<file path="config.mk">
export PLATFORM = sky130hd
export DESIGN_NAME = bo_exec
export DESIGN_NICKNAME = d
export VERILOG_FILES = /design/src/core/bo_shift.v /design/src/core/bo_exec.v
export VERILOG_INCLUDE_DIRS = /design/src /design/src/shared
export SDC_FILE = /design/constraint.sdc
export NUM_CORES = 1
export LEC_CHECK = 0
export BUFFER_PORTS_ARGS = -buffer_cell sky130_fd_sc_hd__buf_2
export CAP_MARGIN = 20
export CORE_ASPECT_RATIO = 0.8
export CORE_MARGIN = 3
export CORE_UTILIZATION = 45
export DETAILED_ROUTE_END_ITERATION = 10
export PLACE_DENSITY = 0.63
export SLEW_MARGIN = 5
export SYNTH_ARGS = -nofsm -noshare
export SYNTH_HDL_FRONTEND = slang
export SYNTH_HIERARCHICAL = 1
export SYNTH_SLANG_ARGS = --single-unit
</file>
<file path="constraint.sdc">
create_clock -name clock -period 7.7 [get_ports clock]
set_input_delay 0.77 -clock clock [delete_from_list [all_inputs] [get_ports clock]]
set_output_delay 0.77 -clock clock [all_outputs]
set_load 0.02 [all_outputs]
</file>
<file path="src/shared/bo_defs.vh">
`ifndef BO_DEFS_VH
`define BO_DEFS_VH

// operation codes on op_code
`define BO_OP_NOP 5'h00
`define BO_OP_IO_BIT_SET 5'h01
`define BO_OP_IO_BIT_CLEAR 5'h02
`define BO_OP_LOGICAL_LEFT_SHIFT 5'h03
`define BO_OP_LOGICAL_RIGHT_SHIFT 5'h04
`define BO_OP_ROTATE_LEFT_CARRY 5'h05
`define BO_OP_ROTATE_RIGHT_CARRY 5'h06
`define BO_OP_ARITHMETIC_RIGHT_SHIFT 5'h07
`define BO_OP_NIBBLE_SWAP 5'h08
`define BO_OP_INDEXED_FLAG_SET 5'h09
`define BO_OP_INDEXED_FLAG_CLEAR 5'h0a
`define BO_OP_BIT_TO_TRANSFER_FLAG 5'h0b
`define BO_OP_TRANSFER_FLAG_TO_BIT 5'h0c
`define BO_OP_REGISTER_COPY 5'h0d
`define BO_OP_REGISTER_PAIR_COPY 5'h0e
`define BO_OP_IMMEDIATE_LOAD 5'h0f
`define BO_OP_INDIRECT_LOAD 5'h10
`define BO_OP_DISPLACED_LOAD 5'h11
`define BO_OP_DIRECT_LOAD 5'h12
`define BO_OP_GLOBAL_IRQ_ON 5'h13
`define BO_OP_GLOBAL_IRQ_OFF 5'h14

// shift unit selects
`define BO_SH_LSL 3'h0
`define BO_SH_LSR 3'h1
`define BO_SH_ROL 3'h2
`define BO_SH_ROR 3'h3
`define BO_SH_ASR 3'h4

// pointer pair select and addressing mode
`define BO_PTR_X 2'h0
`define BO_PTR_Y 2'h1
`define BO_PTR_Z 2'h2
`define BO_MODE_PLAIN 2'h0
`define BO_MODE_POST_INC 2'h1
`define BO_MODE_PRE_DEC 2'h2

// low register index of each pointer pair
`define BO_PTR_X_LO 5'h1a
`define BO_PTR_Y_LO 5'h1c
`define BO_PTR_Z_LO 5'h1e

// status flag bit positions
`define BO_FLAG_C 0
`define BO_FLAG_Z 1
`define BO_FLAG_N 2
`define BO_FLAG_V 3
`define BO_FLAG_S 4
`define BO_FLAG_H 5
`define BO_FLAG_T 6
`define BO_FLAG_I 7
`define BO_FLAGS_RESET 8'h00
`define BO_REG_RESET 8'h00

// fsm states
`define BO_ST_IDLE 2'h0
`define BO_ST_MEM 2'h1
`define BO_ST_IO 2'h2

`endif

</file>
<file path="src/core/bo_shift.v">
`timescale 1ns/10ps
`include "bo_defs.vh"

module bo_shift (
  input wire [2:0] sel,
  input wire [7:0] din,
  input wire cin,
  output reg [7:0] dout,
  output reg c_out,
  output wire z_out,
  output wire n_out,
  output wire v_out
);

  // shift and rotate datapath with carry out
  always @* begin
    case (sel)
      `BO_SH_LSL: begin
        dout = {din[6:0], 1'b0};
        c_out = din[7];
      end
      `BO_SH_LSR: begin
        dout = {1'b0, din[7:1]};
        c_out = din[0];
      end
      `BO_SH_ROL: begin
        dout = {din[6:0], cin};
        c_out = din[7];
      end
      `BO_SH_ROR: begin
        dout = {cin, din[7:1]};
        c_out = din[0];
      end
      `BO_SH_ASR: begin
        dout = {din[7], din[7:1]};
        c_out = din[0];
      end
      default: begin
        dout = din;
        c_out = cin;
      end
    endcase
  end

  // result flags, overflow is negative xor carry
  assign z_out = (dout == 8'h00);
  assign n_out = dout[7];
  assign v_out = dout[7] ^ c_out;

endmodule // bo_shift

</file>
<file path="src/core/bo_exec.v">
`timescale 1ns/10ps
`include "bo_defs.vh"

// Functional notes
// - setting an I/O bit forces that bit to one, keeps the flags and takes two cycles.
// - clearing an I/O bit forces that bit to zero, keeps the flags and takes two cycles.
// - logical left shift moves bits up, fills bit 0 with zero, updates Z C N V in one cycle.
// - logical right shift moves bits down, fills bit 7 with zero, updates Z C N V in one cycle.
// - rotate left puts old carry in bit 0 and old bit 7 in carry, updating Z N V, one cycle.
// - rotate right puts old carry in bit 7 and old bit 0 in carry, updating Z N V, one cycle.
// - arithmetic right shift moves bits down keeping the sign bit, updates Z C N V in one cycle.
// - nibble swap exchanges the two halves of a register in one cycle with no flag change.
// - flag instructions set or clear exactly one selected status flag in one cycle.
// - setting or clearing the global interrupt flag takes one cycle and touches only that flag.
// - bit store copies one register bit into the transfer flag in one cycle, nothing else.
// - bit load copies the transfer flag into one register bit in one cycle, flags unchanged.
// - post-increment load reads at the pointer then adds one to it, two cycles, no flags.
// - pre-decrement load subtracts one from the pointer then reads there, two cycles, no flags.
// - displaced load uses the second or third pointer plus an offset, pointer kept, two cycles.
// - direct load reads the immediate address into the register in two cycles, no flags.
module bo_exec #(
  parameter ADDR_W = 16,
  parameter IO_ADDR_W = 5
) (
  input wire clock,
  input wire resetn,
  input wire op_valid,
  output wire op_ready,
  input wire [4:0] op_code,
  input wire [4:0] op_rd,
  input wire [4:0] op_rr,
  input wire [2:0] op_bit,
  input wire [1:0] op_ptr,
  input wire [1:0] op_mode,
  input wire [15:0] op_imm,
  output reg op_done,
  output reg [ADDR_W-1:0] dmem_addr,
  output reg dmem_rd,
  input wire [7:0] dmem_rdata,
  output reg [IO_ADDR_W-1:0] io_addr,
  output reg io_rd,
  input wire [7:0] io_rdata,
  output reg io_wr,
  output reg [7:0] io_wdata,
  output reg [7:0] status_flags,
  input wire [4:0] peek_sel,
  output reg [7:0] peek_data
);

  reg [7:0] regs [0:31];
  reg [1:0] state_reg;
  reg [1:0] state_next;
  reg [4:0] dest_reg;
  reg [2:0] iobit_reg;
  reg ioset_reg;
  reg [2:0] sh_sel;
  reg [4:0] ptr_lo;
  reg [15:0] ptr_val;
  reg [15:0] ptr_upd;
  reg [15:0] ld_addr;
  reg ld_ok;
  reg ptr_wr;
  reg [7:0] flags_next;
  reg wa_en;
  reg [4:0] wa_idx;
  reg [7:0] wa_dat;
  reg wb_en;
  reg [4:0] wb_idx;
  reg [7:0] wb_dat;
  wire [7:0] sh_out;
  wire sh_c;
  wire sh_z;
  wire sh_n;
  wire sh_v;
  wire take;
  wire [7:0] src_d;
  wire [7:0] src_r;
  wire [7:0] pair_lo;
  wire [7:0] pair_hi;
  integer i;

  assign op_ready = (state_reg == `BO_ST_IDLE);
  assign take = op_valid && op_ready;
  assign src_d = regs[op_rd];
  assign src_r = regs[op_rr];
  assign pair_lo = regs[{op_rr[4:1], 1'b0}];
  assign pair_hi = regs[{op_rr[4:1], 1'b1}];

  // shifter select from the opcode
  always @* begin
    case (op_code)
      `BO_OP_LOGICAL_LEFT_SHIFT: sh_sel = `BO_SH_LSL;
      `BO_OP_LOGICAL_RIGHT_SHIFT: sh_sel = `BO_SH_LSR;
      `BO_OP_ROTATE_LEFT_CARRY: sh_sel = `BO_SH_ROL;
      `BO_OP_ROTATE_RIGHT_CARRY: sh_sel = `BO_SH_ROR;
      default: sh_sel = `BO_SH_ASR;
    endcase
  end

  bo_shift u_shift (
    .sel(sh_sel),
    .din(src_d),
    .cin(status_flags[`BO_FLAG_C]),
    .dout(sh_out),
    .c_out(sh_c),
    .z_out(sh_z),
    .n_out(sh_n),
    .v_out(sh_v)
  );

  // pointer pair selection and load address
  always @* begin
    case (op_ptr)
      `BO_PTR_X: ptr_lo = `BO_PTR_X_LO;
      `BO_PTR_Y: ptr_lo = `BO_PTR_Y_LO;
      default: ptr_lo = `BO_PTR_Z_LO;
    endcase
    ptr_val = {regs[ptr_lo + 5'h01], regs[ptr_lo]};
    ptr_upd = ptr_val;
    ptr_wr = 1'b0;
    ld_addr = ptr_val;
    ld_ok = 1'b1;
    case (op_code)
      `BO_OP_INDIRECT_LOAD: begin
        if (op_mode == `BO_MODE_POST_INC) begin
          ptr_upd = ptr_val + 16'h0001;
          ptr_wr = 1'b1;
        end else if (op_mode == `BO_MODE_PRE_DEC) begin
          ptr_upd = ptr_val - 16'h0001;
          ld_addr = ptr_upd;
          ptr_wr = 1'b1;
        end else if (op_mode != `BO_MODE_PLAIN) begin
          ld_ok = 1'b0;
        end
      end
      `BO_OP_DISPLACED_LOAD: begin
        // second or third pair only, pointer kept
        ld_addr = ptr_val + {10'h000, op_imm[5:0]};
        ld_ok = (op_ptr == `BO_PTR_Y) || (op_ptr == `BO_PTR_Z);
      end
      default: begin
        ld_addr = op_imm;
      end
    endcase
  end

  // sequencer: two-cycle ops spend one cycle in a wait state
  always @* begin
    state_next = `BO_ST_IDLE;
    case (state_reg)
      `BO_ST_IDLE: begin
        if (take) begin
          case (op_code)
            `BO_OP_IO_BIT_SET, `BO_OP_IO_BIT_CLEAR: state_next = `BO_ST_IO;
            `BO_OP_INDIRECT_LOAD, `BO_OP_DISPLACED_LOAD: begin
              if (ld_ok) begin
                state_next = `BO_ST_MEM;
              end
            end
            `BO_OP_DIRECT_LOAD: state_next = `BO_ST_MEM;
            default: state_next = `BO_ST_IDLE;
          endcase
        end
      end
      default: state_next = `BO_ST_IDLE;
    endcase
  end

  // control, bus strobes and done pulse
  always @(posedge clock) begin
    if (!resetn) begin
      state_reg <= `BO_ST_IDLE;
      op_done <= 1'b0;
      dmem_rd <= 1'b0;
      dmem_addr <= {ADDR_W{1'b0}};
      io_rd <= 1'b0;
      io_wr <= 1'b0;
      io_addr <= {IO_ADDR_W{1'b0}};
      io_wdata <= 8'h00;
      dest_reg <= 5'h00;
      iobit_reg <= 3'h0;
      ioset_reg <= 1'b0;
    end else begin
      state_reg <= state_next;
      op_done <= 1'b0;
      dmem_rd <= 1'b0;
      io_rd <= 1'b0;
      io_wr <= 1'b0;
      if (state_reg != `BO_ST_IDLE) begin
        op_done <= 1'b1;
      end else if (take && (state_next == `BO_ST_IDLE)) begin
        op_done <= 1'b1;
      end
      if (take && (state_next == `BO_ST_MEM)) begin
        dmem_rd <= 1'b1;
        dmem_addr <= ld_addr[ADDR_W-1:0];
        dest_reg <= op_rd;
      end
      if (take && (state_next == `BO_ST_IO)) begin
        io_rd <= 1'b1;
        io_addr <= op_imm[IO_ADDR_W-1:0];
        iobit_reg <= op_bit;
        ioset_reg <= (op_code == `BO_OP_IO_BIT_SET);
      end
      if (state_reg == `BO_ST_IO) begin
        io_wr <= 1'b1;
        io_wdata <= io_rdata;
        if (ioset_reg) begin
          io_wdata[iobit_reg] <= 1'b1;
        end else begin
          io_wdata[iobit_reg] <= 1'b0;
        end
      end
    end
  end

  // status flag next value from the taken op
  always @* begin
    flags_next = status_flags;
    if (take) begin
      case (op_code)
        `BO_OP_LOGICAL_LEFT_SHIFT, `BO_OP_LOGICAL_RIGHT_SHIFT, `BO_OP_ROTATE_LEFT_CARRY,
        `BO_OP_ROTATE_RIGHT_CARRY, `BO_OP_ARITHMETIC_RIGHT_SHIFT: begin
          flags_next[`BO_FLAG_C] = sh_c;
          flags_next[`BO_FLAG_Z] = sh_z;
          flags_next[`BO_FLAG_N] = sh_n;
          flags_next[`BO_FLAG_V] = sh_v;
        end
        `BO_OP_INDEXED_FLAG_SET: flags_next[op_bit] = 1'b1;
        `BO_OP_INDEXED_FLAG_CLEAR: flags_next[op_bit] = 1'b0;
        `BO_OP_GLOBAL_IRQ_ON: flags_next[`BO_FLAG_I] = 1'b1;
        `BO_OP_GLOBAL_IRQ_OFF: flags_next[`BO_FLAG_I] = 1'b0;
        `BO_OP_BIT_TO_TRANSFER_FLAG: flags_next[`BO_FLAG_T] = src_d[op_bit];
        default: flags_next = status_flags;
      endcase
    end
  end

  // status flag register, written only by instructions
  always @(posedge clock) begin
    if (!resetn) begin
      status_flags <= `BO_FLAGS_RESET;
    end else begin
      status_flags <= flags_next;
    end
  end

  // register file write ports: a for the result byte, b for a second byte
  always @* begin
    wa_en = 1'b0;
    wa_idx = op_rd;
    wa_dat = src_d;
    wb_en = 1'b0;
    wb_idx = ptr_lo + 5'h01;
    wb_dat = ptr_upd[15:8];
    if (state_reg == `BO_ST_MEM) begin
      wa_en = 1'b1;
      wa_idx = dest_reg;
      wa_dat = dmem_rdata;
    end else if (take) begin
      case (op_code)
        `BO_OP_LOGICAL_LEFT_SHIFT, `BO_OP_LOGICAL_RIGHT_SHIFT, `BO_OP_ROTATE_LEFT_CARRY,
        `BO_OP_ROTATE_RIGHT_CARRY, `BO_OP_ARITHMETIC_RIGHT_SHIFT: begin
          wa_en = 1'b1;
          wa_dat = sh_out;
        end
        `BO_OP_NIBBLE_SWAP: begin
          wa_en = 1'b1;
          wa_dat = {src_d[3:0], src_d[7:4]};
        end
        `BO_OP_TRANSFER_FLAG_TO_BIT: begin
          wa_en = 1'b1;
          wa_dat[op_bit] = status_flags[`BO_FLAG_T];
        end
        `BO_OP_REGISTER_COPY: begin
          wa_en = 1'b1;
          wa_dat = src_r;
        end
        // even-aligned pair copy as one unit
        `BO_OP_REGISTER_PAIR_COPY: begin
          wa_en = 1'b1;
          wa_idx = {op_rd[4:1], 1'b0};
          wa_dat = pair_lo;
          wb_en = 1'b1;
          wb_idx = {op_rd[4:1], 1'b1};
          wb_dat = pair_hi;
        end
        `BO_OP_IMMEDIATE_LOAD: begin
          wa_en = 1'b1;
          wa_dat = op_imm[7:0];
        end
        `BO_OP_INDIRECT_LOAD: begin
          // pointer write-back, low byte on a, high on b
          if (ptr_wr) begin
            wa_en = 1'b1;
            wa_idx = ptr_lo;
            wa_dat = ptr_upd[7:0];
            wb_en = 1'b1;
          end
        end
        default: begin
          wa_en = 1'b0;
          wb_en = 1'b0;
        end
      endcase
    end
  end

  // working register file, up to two bytes per cycle
  always @(posedge clock) begin
    if (!resetn) begin
      for (i = 0; i < 32; i = i + 1) begin
        regs[i] <= `BO_REG_RESET;
      end
    end else begin
      if (wa_en) begin
        regs[wa_idx] <= wa_dat;
      end
      if (wb_en) begin
        regs[wb_idx] <= wb_dat;
      end
    end
  end

  // registered view of one working register
  always @(posedge clock) begin
    if (!resetn) begin
      peek_data <= 8'h00;
    end else begin
      peek_data <= regs[peek_sel];
    end
  end

endmodule // bo_exec

</file>
Word-level counts from Yosys, hierarchy flattened --
Memory sizes are Yosys's and may differ from the RTL's. A register that Yosys moved wholly into a read port is not among the register bits. Cells that the tools add are included.
Word-level totals: word-level logic and storage cells 165, RAM bits 256, memories kept 1, output and inout bits 50, input bits 62, flip-flop bits (word level) 52
Memories:
- regs | words 32, bits a word 8, read ports 7, clocked after Yosys merged registers in 1, wr ports 32, line bo_exec.v:50 | reg [7:0] regs [0:31];
Cells by class: eq/ne operators 32, bitwise logic cells 7, multiplexer cells 71, order comparisons 4, reduce and logical (&&, ||, !) cells 31, $add $sub $neg 4
Operators with widths (number):
- 8-bit 2-to-1 mux | 9
- 16-bit 2-to-1 mux | 4
- 8-bit case mux with 7 select lines | 1
- 5-bit by 4-bit equality test with 1-bit output (second input constant) | 8
- 5-bit 2-to-1 mux | 8
- 8-bit case mux with 5 select lines | 1
- 16-bit case mux with 2 select lines | 1
- 1-bit 2-to-1 mux | 29
- 5-bit equality test (second input constant) | 5
- 5-bit by 3-bit equality test with 1-bit output (second input constant) | 4
- 16-bit by 1-bit adder with 16-bit output (second input constant) | 1
- 16-bit by 6-bit adder with 16-bit output | 1
- 8-bit AND | 2
- 8-bit NOT | 2
- 8-bit OR | 2
- 8-bit OR reduction | 2
- 16-bit by 1-bit subtractor with 16-bit output (second input constant) | 1
- 3-bit case mux with 4 select lines | 1
- 4-bit case mux with 3 select lines | 1
- 5-bit by 2-bit equality test with 1-bit output (second input constant) | 2
- 5-bit case mux with 2 select lines | 1
- 10-bit OR reduction | 1
- 8-bit bitwise mux | 1
- 2-bit by 1-bit equality test with 1-bit output (second input constant) | 4
- 31 further kinds | 57

Depth between registers and ports, before layout --
depth after elaboration 13, depth in mapped cells 20, mapped depth without buffers 16

Hierarchy --
Netlist, hierarchy kept.
By module, submodules not included:
- bo_exec | sequential area each 8888.5 sq um, cells each 2135, instances 1, area an instance 23684.0 sq um
- bo_shift | sequential area each 0.0 sq um, cells each 52, instances 1, area an instance 346.6 sq um

Least setup slack after synthesis --
Ideal clock, no wire load.
path kind input -> register, start input port op_rd[1], end memory regs[17][6] (data pin), path slack 3.047 ns, data arrival time 4.380 ns, cell stages on the path 18, library setup time 0.273 ns, required time 7.427 ns, path through buf_2 -> buf_2 -> buf_2 -> mux4_2 -> a22oi_1 -> o21ai_0 -> nand2_1 -> o211ai_1 -> a211oi_1 -> nor2_1 -> a32o_1 -> a32oi_1 -> o311ai_0 -> nor4_1 -> o211ai_1 -> a221oi_2 -> buf_2 -> o22ai_1
RTL lines:
- from (decl) | line bo_exec.v:30 | input wire [4:0] op_rd,
- to (decl) | line bo_exec.v:50

==> flow_summary.ini <==
[synthesis]
synth_cells = 2187
yosys.area_share.simple_pct = 13.9
synth_top_cell_by_area = edfxtp_1
ys_seq_area_share_pct = 37.0
muxShareOfSynthArea_pct = 30.2
yosys.area_share.xor_xnor_pct = 1.57
ys.flop_type = edfxtp_1
synth_area_per_cell_um2 = 11.0
synth-async-reset-ratio_pct = 0
synth_edf_count = 256
synthesis.area_um2 = 24000
netlist.area_leader.share_pct = 32.0
synth.area.top_cells = edfxtp_1 32%, mux4_2 24%, mux2i_1 5.6%
synth.distinct_cells = 84
synth_compound_area_share_pct = 12.7
synth-adder-area-share_pct = 0.750
synth_nets = 2262
ys_warn_count = 6
synth_top_family_by_area = multiplexers
yosys_register_bits = 316

[placed_design]
dp_hpwl_mm = 83.1
io_buffers = 111
place_ws_ps = 1850
postPlaceCellArea_um2 = 25200
gp_congestion = 1.04

[critical_path]
crit_chain = buf_4 > clkinv_1 > mux2_2 > o22ai_1 > nand2_1 > o21ai_1 > inv_1 > mux2_2 > a32oi_1 > nand2_1 > a32oi_1 > o22ai_1 > a21oi_1 > a21oi_1 > nor4_4 > buf_4 > o22ai_1
critPathMostFrequentCell = o22ai_1
worstSetupStartpointType = input pin
critPathMaxStageDelay_ps = 810
critPathKind = in -> reg
critical_path.max_fanout = 38
end_kind = register
required_ps = 7990
worst-endpoint-arrival_ps = 5730
critical_path.slowest_cell = clkinv_1
r2r_slack_ps = 2850

[pwr]
p_per_area_nw_per_um2 = 178
switchingPower_w = 0.00151
p_int_w = 0.00319
pwr-share-clk_pct = 35.1
p_sw_share_pct = 32.2
combPwrFrac_pct = 22.3
leakagePower_nw = 9.39
seqPwrFrac_pct = 42.5
ir_worst_vdd_mv = 0.187

[clock_tree]
cts_inserted_buffers = 35
insertion_delay_ps = 570
path_clk_slew_ps = 60
h-tree-depth = 2
cts_resized = 0
cts_setup_buffers = 0
cts_root_buf = clkbuf_16
cts_tree = done
cts_sinks = 316
clockBufferDepth = 3
hold_buffers = 0

[floorplan]
coreArea_um2 = 52600
dieWidth_um = 264
initial_core_util_pct = 45.6
dieArea_um2 = 56200
die_h_um = 213
rows = 75
io_pins = 112

[final_layout]
drive_above_1_share_pct = 23.6
final_nets = 2292
design_area_um2 = 26300
largest_reg_flops = 256
mostFrequentLayoutCells = 261 x nor2_1, 256 x edfxtp_1, 254 x mux4_2
top_register = regs
synthToLayoutAreaGrowth_pct = 9.63
reg_top3 = regs x256, dmem_addr x16
postLayoutCoreUtil_pct = 50.0
fill_cells = 4761
layout_commonest_cell = nor2_1

[grt]
grt_start_max_net_pins = 67
antenna_found_initial = 6
grt_util_all_layers_pct = 38.7
grt_pass1_wl_mm = 155
grt_overflow = 0
grt_pass1_vias = 20300

[routing]
vias = 22200
dr.pass1.iters = 6
wire_per_inst_um = 37.5
route.detailed.drc = 0
drt_iter0_drc = 3838
wirelength_mm = 110
drt-vias-per-instance = 7.54
antenna_left = 0

[timing]
period_minus_slack_ps = 5440
slew_viol_final = 0
whs_ps = 475
setup_viol = 0
tns_ps = 0
post-route-period-util_pct = 70.6
finalWorstSetupSlack_ps = 2260
worstMarginPinSlew_ps = 1210
relSlewSlack_pct = 18.9
timing.fmax_mhz = 184
hold_violations = 0
rsz0062_at_grt = no
skew_ps = 13.2

[run_status]
status = finished clean

[flow_run]
drv_cap = 0

[worst_hold_path]
min_path_type = reg -> reg
-- cell usage after synthesis (6+ instances only) --
master    count
nor2_1      261
edfxtp_1    256
mux4_2      254
nand2_1     220
o22ai_1     136
mux2i_1     134
clkbuf_1     90
a21oi_1      75
nand3_1      71
o21ai_0      63
buf_2        61
dfxtp_1      60
nor3_1       39
nor2b_1      31
inv_1        26
a211oi_1     24
buf_1        24
a22oi_1      23
xnor2_1      23
xor2_1       20
a31oi_1      18
nand2b_1     16
and2_1       15
mux2_2       15
a21o_1       14
ha_1         12
nand4_1      10
o211ai_1     10
o32ai_1      10
a311oi_1      9
nor3b_1       9
nor4_1        9
and3_1        8
a32oi_1       7
buf_4         7
nand3b_1      7
o21ai_1       7
or2_2         7
a22o_1        6
and4_1        6
o21a_1        6
or3_1         6
-- path summary, 6_finish.rpt --
check,startpoint,endpoint,depth (start not counted)
setup reg to reg,regs[20][7],regs[29][6],16
hold / removal,dest_reg[0],dest_reg[0],2
hold reg to reg,dest_reg[0],dest_reg[0],2
setup / recovery,op_rd[1],regs[29][0],17
-- critical path: cells and delay by family --
kind	cells	cell delay, ps
multiplexers	2	920
AO/OA/AOI/OAI	8	1490
AND/OR/NAND/NOR	3	480
buffers and inverters	4	1960
-- layout make-up --
cell class	count	area [um^2]	share of cell area [%]
diodes	6	15.0	0.0570
clock buffers	43	936	3.55
clock inverters	19	144	0.546
inverters	30	113	0.427
multi-input cells	1656	14300	54.2
flip-flops and latches	316	8890	33.7
well taps	693	867	3.29
repair buffers	178	1110	4.23
-- cells by family after synthesis --
group           Yosys count
simple gates            734
compound gates          461
mux                     404
flops                   316
buf+inv                 215
xor+xnor                 43
fa+ha+maj                14
-- power by group through the flow --
stage	clock (W)	sequential (W)	combinational [W]
floorplan	0	0.00198	0.000661
global placement	0	0.00202	0.00101
detailed placement	0	0.00202	0.00101
CTS	0.00165	0.00199	0.00101
global route	0.00171	0.00200	0.00108
finish	0.00165	0.00200	0.00105
-- metrics by stage --
| step | cells | total power [W] |
|---|---|---|
| 3_3_place_gp | 2870 | 0.00303 |
| 6_report | 2941 | 0.00470 |
| 5_1_grt | 2935 | 0.00479 |
| 4_1_cts | 2933 | 0.00465 |
| 3_5_place_dp | 2871 | 0.00303 |
| 2_1_floorplan | 2187 | 0.00264 |
-- routing by layer --
metal	share of wire (%)	vias to the layer above	GRT usage (%)
li1	-	8730	-
met1	38	11200	53.1
met2	41	1946	54.4
met3	16	333	16.0
met4	5.0	8	15.7
met5	0.093	-	0
(Power assumes the default switching activity.)
